`src/hw/fskm_pkg.sv`:
```
package fskm_pkg;
   localparam int FIFO_DEPTH = 32;
   localparam int FIFO_WIDTH = 9;
   localparam int CLK_HZ = 40_000_000;
   localparam int CLK_PERIOD_NS = 25;
   localparam int BASE_HZ = 1_228_800;
   localparam int MARK_HZ = 1200;
   localparam int SPACE_HZ = 2200;
   localparam int BAUD = 1200;
   // Base ticks per bit time and phase steps per base tick (16-bit phase)
   localparam int BIT_TICKS = BASE_HZ / BAUD;
   localparam logic [15:0] MARK_INC = 16'((MARK_HZ * 65536 + BASE_HZ / 2) / BASE_HZ);
   localparam logic [15:0] SPACE_INC = 16'((SPACE_HZ * 65536 + BASE_HZ / 2) / BASE_HZ);
   localparam int CHAR_BITS = 11;
   // Carrier detect must hold this long before it changes
   localparam int CD_FILT_NS = 1000;
   localparam int CD_FILT_CYC = (CD_FILT_NS + CLK_PERIOD_NS - 1) / CLK_PERIOD_NS;
   localparam logic [25:0] BASE_ACC_INC = 26'(BASE_HZ);
   localparam logic [25:0] BASE_ACC_WRAP = 26'(CLK_HZ);
   // Quarter sine, entries 0..32, entry 0 in the low byte
   localparam logic [263:0] SINE_Q =
      264'h7F7F7E7E7D7B7A787573706D6A66625E5A55514C47413C36312B251F19130C0600;

   typedef enum logic [1:0]
   {
      IFM_SPI = 2'b00,
      IFM_SPI_UART = 2'b01,
      IFM_BREAK_MSG = 2'b10
   } fskm_ifmode_t;

   typedef enum logic [1:0]
   {
      ARB_OFF = 2'b00,
      ARB_RX = 2'b01,
      ARB_TX = 2'b10
   } fskm_arb_t;

   // Signed 8-bit sine sample for a 7-bit phase index
   function automatic logic [7:0] fskm_sine(input logic [6:0] idx);
      logic [5:0] k;
      logic [7:0] m;
      k = idx[5] ? (6'h20 - {1'b0, idx[4:0]}) : {1'b0, idx[4:0]};
      m = SINE_Q[{k, 3'b000} +: 8];
      return idx[6] ? (~m + 8'h01) : m;
   endfunction
endpackage

```
`src/hw/fskm_fifo.sv`:
```
`timescale 1ns/1ps
module fskm_fifo import fskm_pkg::*;
#(
   parameter int W = FIFO_WIDTH,
   parameter int D = FIFO_DEPTH,
   parameter int AW = $clog2(D)
)
(
   // Clock and reset
   input wire logic clk,
   input wire logic rstn,
   // Write side
   input wire logic push,
   input wire logic [W-1:0] push_data,
   // Read side
   input wire logic pop,
   output logic [W-1:0] head,
   output logic [AW:0] count,
   output logic full,
   output logic empty
);
   typedef struct packed
   {
      logic [D-1:0][W-1:0] mem;
      logic [AW-1:0] wp;
      logic [AW-1:0] rp;
      logic [AW:0] cnt;
   } fskm_fifo_t;
   fskm_fifo_t s_reg;
   fskm_fifo_t s_next;
   logic do_push;
   logic do_pop;

   // Full drops the new entry, empty ignores a pop
   always_comb
   begin
      s_next = s_reg;
      do_pop = pop && (s_reg.cnt != '0);
      do_push = push && (s_reg.cnt != (AW + 1)'(D));
      if (do_push)
      begin
         s_next.mem[s_reg.wp] = push_data;
         s_next.wp = s_reg.wp + 1'b1;
      end
      if (do_pop)
         s_next.rp = s_reg.rp + 1'b1;
      if (do_push && !do_pop)
         s_next.cnt = s_reg.cnt + 1'b1;
      else if (do_pop && !do_push)
         s_next.cnt = s_reg.cnt - 1'b1;
   end

   always_ff @(posedge clk or negedge rstn)
   begin
      if (!rstn)
         s_reg <= '0;
      else
         s_reg <= s_next;
   end

   assign head = s_reg.mem[s_reg.rp];
   assign count = s_reg.cnt;
   assign full = (s_reg.cnt == (AW + 1)'(D));
   assign empty = (s_reg.cnt == '0);
endmodule

```
`src/hw/fskm_mod.sv`:
```
`timescale 1ns/1ps
module fskm_mod import fskm_pkg::*;
(
   // Clock and reset
   input wire logic clk,
   input wire logic rstn,
   // Control
   input wire logic base_tick,
   input wire logic enable,
   input wire logic hi_res,
   // Transmit FIFO head
   input wire logic fifo_avail,
   input wire logic [8:0] fifo_data,
   output logic fifo_pop,
   // Sample output
   output logic [7:0] sample,
   output logic sample_stb,
   output logic busy
);
   typedef struct packed
   {
      logic busy;
      logic [3:0] bit_idx;
      logic [9:0] tick_cnt;
      logic [10:0] shift;
      logic [15:0] phase;
      logic [7:0] sample;
      logic stb;
   } fskm_mod_t;
   fskm_mod_t s_reg;
   fskm_mod_t s_next;
   logic cur_bit;
   logic [15:0] ph;
   logic [6:0] idx_new;

   // Idle line sends mark; a character is start, 8 data, stored parity, stop
   always_comb
   begin
      s_next = s_reg;
      s_next.stb = 1'b0;
      fifo_pop = 1'b0;
      cur_bit = s_reg.busy ? s_reg.shift[0] : 1'b1;
      ph = s_reg.phase + (cur_bit ? MARK_INC : SPACE_INC);
      idx_new = hi_res ? ph[15:9] : {ph[15:11], 2'b00};
      if (!enable)
      begin
         s_next = '0;
      end
      else if (base_tick)
      begin
         s_next.phase = ph;
         if (idx_new != (hi_res ? s_reg.phase[15:9] : {s_reg.phase[15:11], 2'b00}))
         begin
            s_next.sample = fskm_sine(idx_new);
            s_next.stb = 1'b1;
         end
         if (s_reg.tick_cnt == 10'(BIT_TICKS - 1))
         begin
            s_next.tick_cnt = '0;
            s_next.shift = {1'b1, s_reg.shift[10:1]};
            s_next.bit_idx = s_reg.bit_idx + 1'b1;
            if (s_reg.busy && s_reg.bit_idx == 4'(CHAR_BITS - 1))
               s_next.busy = 1'b0;
            if ((!s_reg.busy || s_reg.bit_idx == 4'(CHAR_BITS - 1)) && fifo_avail)
            begin
               fifo_pop = 1'b1;
               s_next.busy = 1'b1;
               s_next.bit_idx = '0;
               s_next.shift = {1'b1, fifo_data[8], fifo_data[7:0], 1'b0};
            end
         end
         else
            s_next.tick_cnt = s_reg.tick_cnt + 1'b1;
      end
   end

   always_ff @(posedge clk or negedge rstn)
   begin
      if (!rstn)
         s_reg <= '0;
      else
         s_reg <= s_next;
   end

   assign sample = s_reg.sample;
   assign sample_stb = s_reg.stb;
   assign busy = s_reg.busy;
endmodule

```
`src/hw/fskm_top.sv`:
```
`timescale 1ns/1ps
module fskm_top import fskm_pkg::*;
(
   // Clock and reset
   input wire logic CLK,
   input wire logic RSTN,
   // Configuration
   input wire logic MODEM_EN,
   input wire logic [1:0] IF_MODE,
   input wire logic TX_RES,
   input wire logic EXT_FILT_EN,
   input wire logic LPF_ORDER_EN,
   input wire logic [3:0] RX_THRESH,
   input wire logic [3:0] TX_THRESH,
   input wire logic TX_THR_MASK,
   input wire logic CRC_EN,
   input wire logic RTS,
   // Register access strobes
   input wire logic TX_WR,
   input wire logic [8:0] TX_WR_DATA,
   input wire logic RX_RD,
   input wire logic RX_CRC_ERR,
   output logic [8:0] RX_RD_DATA,
   output logic RX_RD_VALID,
   output logic RX_RD_EMPTY,
   output logic RX_RD_FULL,
   output logic [3:0] RX_RD_LEVEL,
   output logic [8:0] TX_PEEK_DATA,
   // Serial link characters
   input wire logic UART_RX_VALID,
   input wire logic [8:0] UART_RX_DATA,
   input wire logic UART_RX_BREAK,
   output logic UART_TX_VALID,
   output logic [8:0] UART_TX_DATA,
   input wire logic UART_TX_READY,
   // Line side
   input wire logic DEMOD_VALID,
   input wire logic [8:0] DEMOD_DATA,
   input wire logic CARRIER_ABOVE_ON,
   input wire logic CARRIER_ABOVE_OFF,
   output logic [7:0] MOD_SAMPLE,
   output logic MOD_SAMPLE_STB,
   output logic MOD_ENABLE,
   output logic DEMOD_ENABLE,
   output logic CARRIER_DETECT,
   output logic CTS,
   output logic FILT_EXT_SEL,
   output logic LPF_ENABLE,
   // FIFO status and interrupt
   output logic TX_FULL,
   output logic TX_EMPTY,
   output logic TX_LEVEL_FLAG,
   output logic RX_FULL,
   output logic RX_EMPTY,
   output logic RX_LEVEL_FLAG,
   output logic IRQ
);
   typedef struct packed
   {
      fskm_arb_t arb;
      logic cd;
      logic [5:0] cd_cnt;
      logic [25:0] base_acc;
      logic base_tick;
      logic [8:0] rd_data;
      logic rd_valid;
      logic rd_empty;
      logic rd_full;
      logic [3:0] rd_level;
      logic [8:0] peek;
      logic tx_full;
      logic tx_empty;
      logic tx_flag;
      logic rx_full;
      logic rx_empty;
      logic rx_flag;
      logic irq;
      logic utx_valid;
      logic [8:0] utx_data;
      logic filt_ext;
      logic lpf_en;
   } fskm_top_t;
   fskm_top_t s_reg;
   fskm_top_t s_next;

   logic tx_push;
   logic [8:0] tx_push_data;
   logic tx_pop;
   logic [8:0] tx_head;
   logic [5:0] tx_count;
   logic tx_full;
   logic tx_empty;
   logic rx_push;
   logic rx_pop;
   logic [8:0] rx_head;
   logic [5:0] rx_count;
   logic rx_full;
   logic rx_empty;
   logic rd_fire;
   logic rd_deq;
   logic utx_load;
   logic spi_mode;
   logic uart_mode;
   logic mod_busy;
   logic cd_want;

   assign spi_mode = (IF_MODE == IFM_SPI);
   assign uart_mode = (IF_MODE == IFM_SPI_UART) || (IF_MODE == IFM_BREAK_MSG);

   // Transmit FIFO source: host writes in register mode, plain characters in the two serial modes
   always_comb
   begin
      tx_push = 1'b0;
      tx_push_data = TX_WR_DATA;
      if (spi_mode)
         tx_push = TX_WR;
      else if (uart_mode)
      begin
         tx_push = UART_RX_VALID && !UART_RX_BREAK;
         tx_push_data = UART_RX_DATA;
      end
   end

   // A register read not refused for a CRC error, or a serial output load, dequeues; a write to the read register has no path here
   assign rd_fire = RX_RD && spi_mode;
   assign rd_deq = rd_fire && !rx_empty && !(CRC_EN && RX_CRC_ERR);
   assign utx_load = uart_mode && !rx_empty && (!s_reg.utx_valid || UART_TX_READY);
   assign rx_pop = rd_deq || utx_load;
   // Demodulated characters only land while the demodulator owns the line
   assign rx_push = DEMOD_VALID && (s_reg.arb == ARB_RX);

   fskm_fifo u_tx_fifo
   (
      .clk(CLK),
      .rstn(RSTN),
      .push(tx_push),
      .push_data(tx_push_data),
      .pop(tx_pop),
      .head(tx_head),
      .count(tx_count),
      .full(tx_full),
      .empty(tx_empty)
   );

   fskm_fifo u_rx_fifo
   (
      .clk(CLK),
      .rstn(RSTN),
      .push(rx_push),
      .push_data(DEMOD_DATA),
      .pop(rx_pop),
      .head(rx_head),
      .count(rx_count),
      .full(rx_full),
      .empty(rx_empty)
   );

   fskm_mod u_mod
   (
      .clk(CLK),
      .rstn(RSTN),
      .base_tick(s_reg.base_tick),
      .enable(s_reg.arb == ARB_TX),
      .hi_res(TX_RES),
      .fifo_avail(!tx_empty),
      .fifo_data(tx_head),
      .fifo_pop(tx_pop),
      .sample(MOD_SAMPLE),
      .sample_stb(MOD_SAMPLE_STB),
      .busy(mod_busy)
   );

   // Next state of the top: divider, carrier filter, arbiter, read port, flags
   always_comb
   begin
      s_next = s_reg;
      // Fractional divider gives the 1.2288 MHz base as a one-cycle enable
      s_next.base_tick = 1'b0;
      if (s_reg.base_acc + BASE_ACC_INC >= BASE_ACC_WRAP)
      begin
         s_next.base_acc = s_reg.base_acc + BASE_ACC_INC - BASE_ACC_WRAP;
         s_next.base_tick = 1'b1;
      end
      else
         s_next.base_acc = s_reg.base_acc + BASE_ACC_INC;
      // Upper threshold to assert, lower to release, both held for the filter time
      cd_want = s_reg.cd ? CARRIER_ABOVE_OFF : CARRIER_ABOVE_ON;
      if (s_reg.arb != ARB_RX)
      begin
         s_next.cd = 1'b0;
         s_next.cd_cnt = '0;
      end
      else if (cd_want == s_reg.cd)
         s_next.cd_cnt = '0;
      else if (s_reg.cd_cnt == 6'(CD_FILT_CYC - 1))
      begin
         s_next.cd = cd_want;
         s_next.cd_cnt = '0;
      end
      else
         s_next.cd_cnt = s_reg.cd_cnt + 1'b1;
      // Half-duplex arbiter; going from transmit to receive waits for the character in flight, dropping MODEM_EN does not
      case (s_reg.arb)
         ARB_OFF:
         begin
            if (MODEM_EN)
               s_next.arb = ARB_RX;
         end
         ARB_RX:
         begin
            if (!MODEM_EN)
               s_next.arb = ARB_OFF;
            else if (RTS && !s_reg.cd)
               s_next.arb = ARB_TX;
         end
         ARB_TX:
         begin
            if (!MODEM_EN)
               s_next.arb = ARB_OFF;
            else if (!RTS && !mod_busy)
               s_next.arb = ARB_RX;
         end
         default:
            s_next.arb = ARB_OFF;
      endcase
      // Read answer reflects the FIFO as it stood before this dequeue
      s_next.rd_valid = rd_fire;
      if (rd_fire)
      begin
         s_next.rd_data = rx_head;
         s_next.rd_empty = rx_empty;
         s_next.rd_full = rx_full;
         s_next.rd_level = rx_count[4:1];
      end
      s_next.peek = tx_head;
      // Serial output holds a character until the far side takes it
      if (utx_load)
      begin
         s_next.utx_valid = 1'b1;
         s_next.utx_data = rx_head;
      end
      else if (UART_TX_READY)
         s_next.utx_valid = 1'b0;
      s_next.tx_full = tx_full;
      s_next.tx_empty = tx_empty;
      s_next.rx_full = rx_full;
      s_next.rx_empty = rx_empty;
      s_next.rx_flag = rx_count > {1'b0, RX_THRESH, 1'b1};
      s_next.tx_flag = tx_count < {1'b0, TX_THRESH, 1'b0};
      // Flags are not sticky, so the pin follows the live level
      s_next.irq = s_reg.tx_flag && !TX_THR_MASK;
      s_next.filt_ext = EXT_FILT_EN;
      s_next.lpf_en = LPF_ORDER_EN;
   end

   always_ff @(posedge CLK or negedge RSTN)
   begin
      if (!RSTN)
         s_reg <= '0;
      else
         s_reg <= s_next;
   end

   // Outputs come straight from the state register
   assign RX_RD_DATA = s_reg.rd_data;
   assign RX_RD_VALID = s_reg.rd_valid;
   assign RX_RD_EMPTY = s_reg.rd_empty;
   assign RX_RD_FULL = s_reg.rd_full;
   assign RX_RD_LEVEL = s_reg.rd_level;
   assign TX_PEEK_DATA = s_reg.peek;
   assign UART_TX_VALID = s_reg.utx_valid;
   assign UART_TX_DATA = s_reg.utx_data;
   assign MOD_ENABLE = (s_reg.arb == ARB_TX);
   assign DEMOD_ENABLE = (s_reg.arb == ARB_RX);
   assign CTS = (s_reg.arb == ARB_TX);
   assign CARRIER_DETECT = s_reg.cd;
   assign FILT_EXT_SEL = s_reg.filt_ext;
   assign LPF_ENABLE = s_reg.lpf_en;
   assign TX_FULL = s_reg.tx_full;
   assign TX_EMPTY = s_reg.tx_empty;
   assign TX_LEVEL_FLAG = s_reg.tx_flag;
   assign RX_FULL = s_reg.rx_full;
   assign RX_EMPTY = s_reg.rx_empty;
   assign RX_LEVEL_FLAG = s_reg.rx_flag;
   assign IRQ = s_reg.irq;
endmodule
```
`config.mk`:
```
export PLATFORM = sky130hd
export DESIGN_NAME = fskm_top
export DESIGN_NICKNAME = d
export VERILOG_FILES = /design/src/hw/fskm_pkg.sv /design/src/hw/fskm_fifo.sv /design/src/hw/fskm_mod.sv /design/src/hw/fskm_top.sv
export SDC_FILE = /design/constraint.sdc
export NUM_CORES = 1
export LEC_CHECK = 0
export ABC_AREA = 1
export BUFFER_PORTS_ARGS = -buffer_cell sky130_fd_sc_hd__buf_4
export CAP_MARGIN = 20
export CORE_MARGIN = 3
export CORE_UTILIZATION = 40
export CTS_BUF_LIST = sky130_fd_sc_hd__clkbuf_8 sky130_fd_sc_hd__clkbuf_16
export DETAILED_ROUTE_END_ITERATION = 16
export SYNTH_ARGS = -nofsm -noshare
export SYNTH_HDL_FRONTEND = slang
export SYNTH_SLANG_ARGS = --single-unit
```
`constraint.sdc`:
```
create_clock -name CLK -period 9.8 [get_ports CLK]
set_input_delay 0.49 -clock CLK [delete_from_list [all_inputs] [get_ports CLK]]
set_output_delay 0.49 -clock CLK [all_outputs]
set_load 0.05 [all_outputs]
```
==> out/metrics.yaml <==
floorplan:
  die_y_um: 302
  core_area_mm2: 0.0859
  rows: 107
  start_util_pct: 40.7
  die_x_um: 302
  pin_count: 112
  die_area_mm2: 0.0910
clocking:
  cts.sinks: 730
  clock_latency_ns: 0.64
  cts_root_buf: "clkbuf_16"
  cts_tree: "yes"
  post-cts-setup-buffers: 0
  cts_buffers: 81
  clk_pin_slew_ns: 0.06
  htreeDepth: 3
  clockBufferDepth: 3
logic_synthesis:
  synth_fa_ha_area_share_pct: 1.90
  syn_area_per_cell_um2: 8.35
  synth-compound-area-share_pct: 19.7
  synth_edf_count: 0
  ys_seq_area_share_pct: 52.3
  async_flop_share_pct: 100
  syn_nets: 4293
  ys_types: 53
  yosysWarnings: 0
  synth_ff_type: "dfrtp_1"
  synth.mux.area_fraction_pct: 0
  syn_area_mm2: 0.0350
  yosys_register_bits: 730
  yosys.area_share.simple_pct: 17.5
  synthCells: 4186
  synthXorXnorAreaFrac_pct: 1.37
  synth_top_family_by_area: "compound AO/OA/AOI/OAI gates"
worst_setup_path:
  critPathKind: "reg -> reg"
  reg2regPathDepth: 17
  cp-start-kind: "register"
  required_ns: 10.32
  endpoint_kind: "register"
  arrival_ns: 5.10
  cp_max_fo: 15
place:
  place_congestion: 0.846
  dp_cells: 5196
  io_buffers: 111
  place_hpwl_um: 60900
drt:
  drtIter0Drc: 2944
  ant_nets: 0
  drc: 0
  num_vias: 28600
  drt-total-wl_um: 97800
  avgViaCountPerCell: 5.33
  drt-pass1-iter-count: 7
  routedWlPerCell_um: 18.2
cells_and_area:
  final_nets: 4262
  fillers: 8465
  antenna_cells: 0
  multi_input_area_mm2: 0.0142
  seqCellArea_mm2: 0.0183
  layout-drive-gt1-share_pct: 8.44
  fin_cells: 5361
  syn_to_final_growth_pct: 12.8
sta:
  period_needed_ns: 4.58
  worst_slew_margin_rel_pct: 26.3
  fin_skew_ns: 0.0309
  period_share_pct: 46.8
  drv_slew: 0
  tns_ns: 0
  hold_viol: 0
  setup_viol_count_final: 0
  rsz0062_at_grt: "no"
  worstMarginPinSlew_ns: 1.10
  timing.fmax_ghz: 0.218
worst_hold_path:
  hold_path_depth: 2
  hold_class: "in -> reg"
power_and_ir_drop:
  irDropWorstVdd_mv: 0.149
  p_leak_nw: 18.1
  p_per_area_mw_per_mm2: 275
  power.total_mw: 10.9
global_route:
  grt_pass1_wl_um: 156000
  met2_usage_pct: 33.2
  use_met3_pct: 3.44
  grt_pass1_vias: 26700
  grt_antenna_before_repair: 5
  grt_max_degree: 162
  grt_overflow_total: 0
  grt_use_total_pct: 21.5
  grt.met1_usage_pct: 31.4
  busiest_layer: "met2"
outcome:
  status: "finished, final reports clean"
job:
  maxCapViolations: 0
[final timing paths]
check,from,end,slack (ns)
worst min-delay path,UART_TX_READY,UART_TX_VALID$_DFFE_PN0P_,0.09
worst min register to register,u_rx_fifo.count[5]$_DFFE_PN0P_,RX_EMPTY$_DFF_PN0_,0.47
max in group asynchronous,RSTN,u_tx_fifo.s_reg[39]$_DFFE_PN0P_,7.14
worst max-delay path,s_reg[78]$_DFFE_PN0P_,u_tx_fifo.count[5]$_DFFE_PN0P_,5.22
worst max register to register,s_reg[78]$_DFFE_PN0P_,u_tx_fifo.count[5]$_DFFE_PN0P_,5.22
min in group asynchronous,RSTN,u_rx_fifo.s_reg[50]$_DFFE_PN0P_,0.50
[routing by layer]
| layer | share of wire [%] | routed length, µm |
|---|---|---|
| met5 | 0 | 0 |
| met4 | 2.3 | 2280 |
| met3 | 6.4 | 6250 |
| met2 | 45 | 43800 |
| met1 | 47 | 45500 |
[repair_timing]
action                                 4_1_cts  5_1_grt
endpoints found under the hold margin      103        0
hold buffers                                 4        0
resized for setup                            0        0
[where the power goes]
part | total, mW | switching [mW] | internal (mW)
clock | 3.17 | 1.28 | 1.89
sequential | 4.52 | 0.502 | 4.01
combinational | 3.17 | 2.11 | 1.06
[per-stage QoR]
| stage | utilization [%] | worst slack [ns] | area, µm² | hold slack, ns |
|---|---|---|---|---|
| 2_1_floorplan | - | 5.92 | 35000 | 0.194 |
| 3_5_place_dp | 42.4 | 5.25 | 36400 | 0.462 |
| 5_1_grt | 45.9 | 4.83 | 39400 | 0.0871 |
| 6_report | 45.9 | 5.22 | 39400 | 0.0919 |
| 3_3_place_gp | 42.3 | 5.30 | 36300 | 0.442 |
| 4_1_cts | 45.7 | 5.22 | 39300 | 0.0634 |
[cell usage in the layout (no fill, tap or decap), drive strengths merged, types with 66 or more instances in the layout]
master / instances
nor2: 257
nand3: 170
a21oi: 136
buf: 168
inv: 351
dfrtp: 730
o22ai: 66
nand2: 972
o21a: 127
clkbuf: 106
o21ai: 820
[cell families after synthesis]
| family | after synthesis |
|---|---|
| DFF | 730 |
| adders and majority gates | 52 |
| AOI/OAI and AO/OA | 1240 |
| and+or+nand+nor | 1481 |
| xor gates and xnor gates | 54 |
| buffers and inverters | 629 |
[layout make-up]
cell class,instances,area share (%)
Inverter,343,3.27
Clock inverter,39,1.15
Multi-Input combinational cell,2827,36.0
Clock buffer,106,6.01
Tap cell,1144,3.63
Sequential cell,730,46.4
Timing Repair Buffer,172,3.63
[synth_stat cells, drive strengths merged (3+ instances only)]
cell type,n,share of area [%]
ha,50,1.8
buf,57,1.1
nand2,972,11
or2,4,0.072
o22ai,66,1.2
nand3,170,2.6
o21ai,820,12
nor3,19,0.30
xor2,47,1.2
a31oi,4,0.072
dfrtp,730,52
inv,334,3.6
o221ai,37,0.93
xnor2,7,0.18
nand4,38,0.68
nor4,4,0.072
o211ai,35,0.75
clkbuf,229,2.5
and2,9,0.16
a22o,3,0.075
o21a,127,2.7
nor2,257,2.8
a21oi,136,2.0
clkinv,9,0.097
nand3b,4,0.086
[worst max-delay path, stage by stage (launching register included)]
cell     delay [ns]
dfrtp_1        0.36
inv_1          0.08
nand2_1        0.17
nor2_1         0.62
inv_1          0.35
nor3_2         0.88
inv_1          0.22
ha_1           0.30
inv_1          0.18
ha_1           0.30
a21oi_1        0.13
inv_1          0.05
a31oi_1        0.18
nor2_1         0.07
o21a_1         0.18
o21ai_0        0.15
nand3_1        0.10
xor2_1         0.15
(Power assumes the default switching activity.)
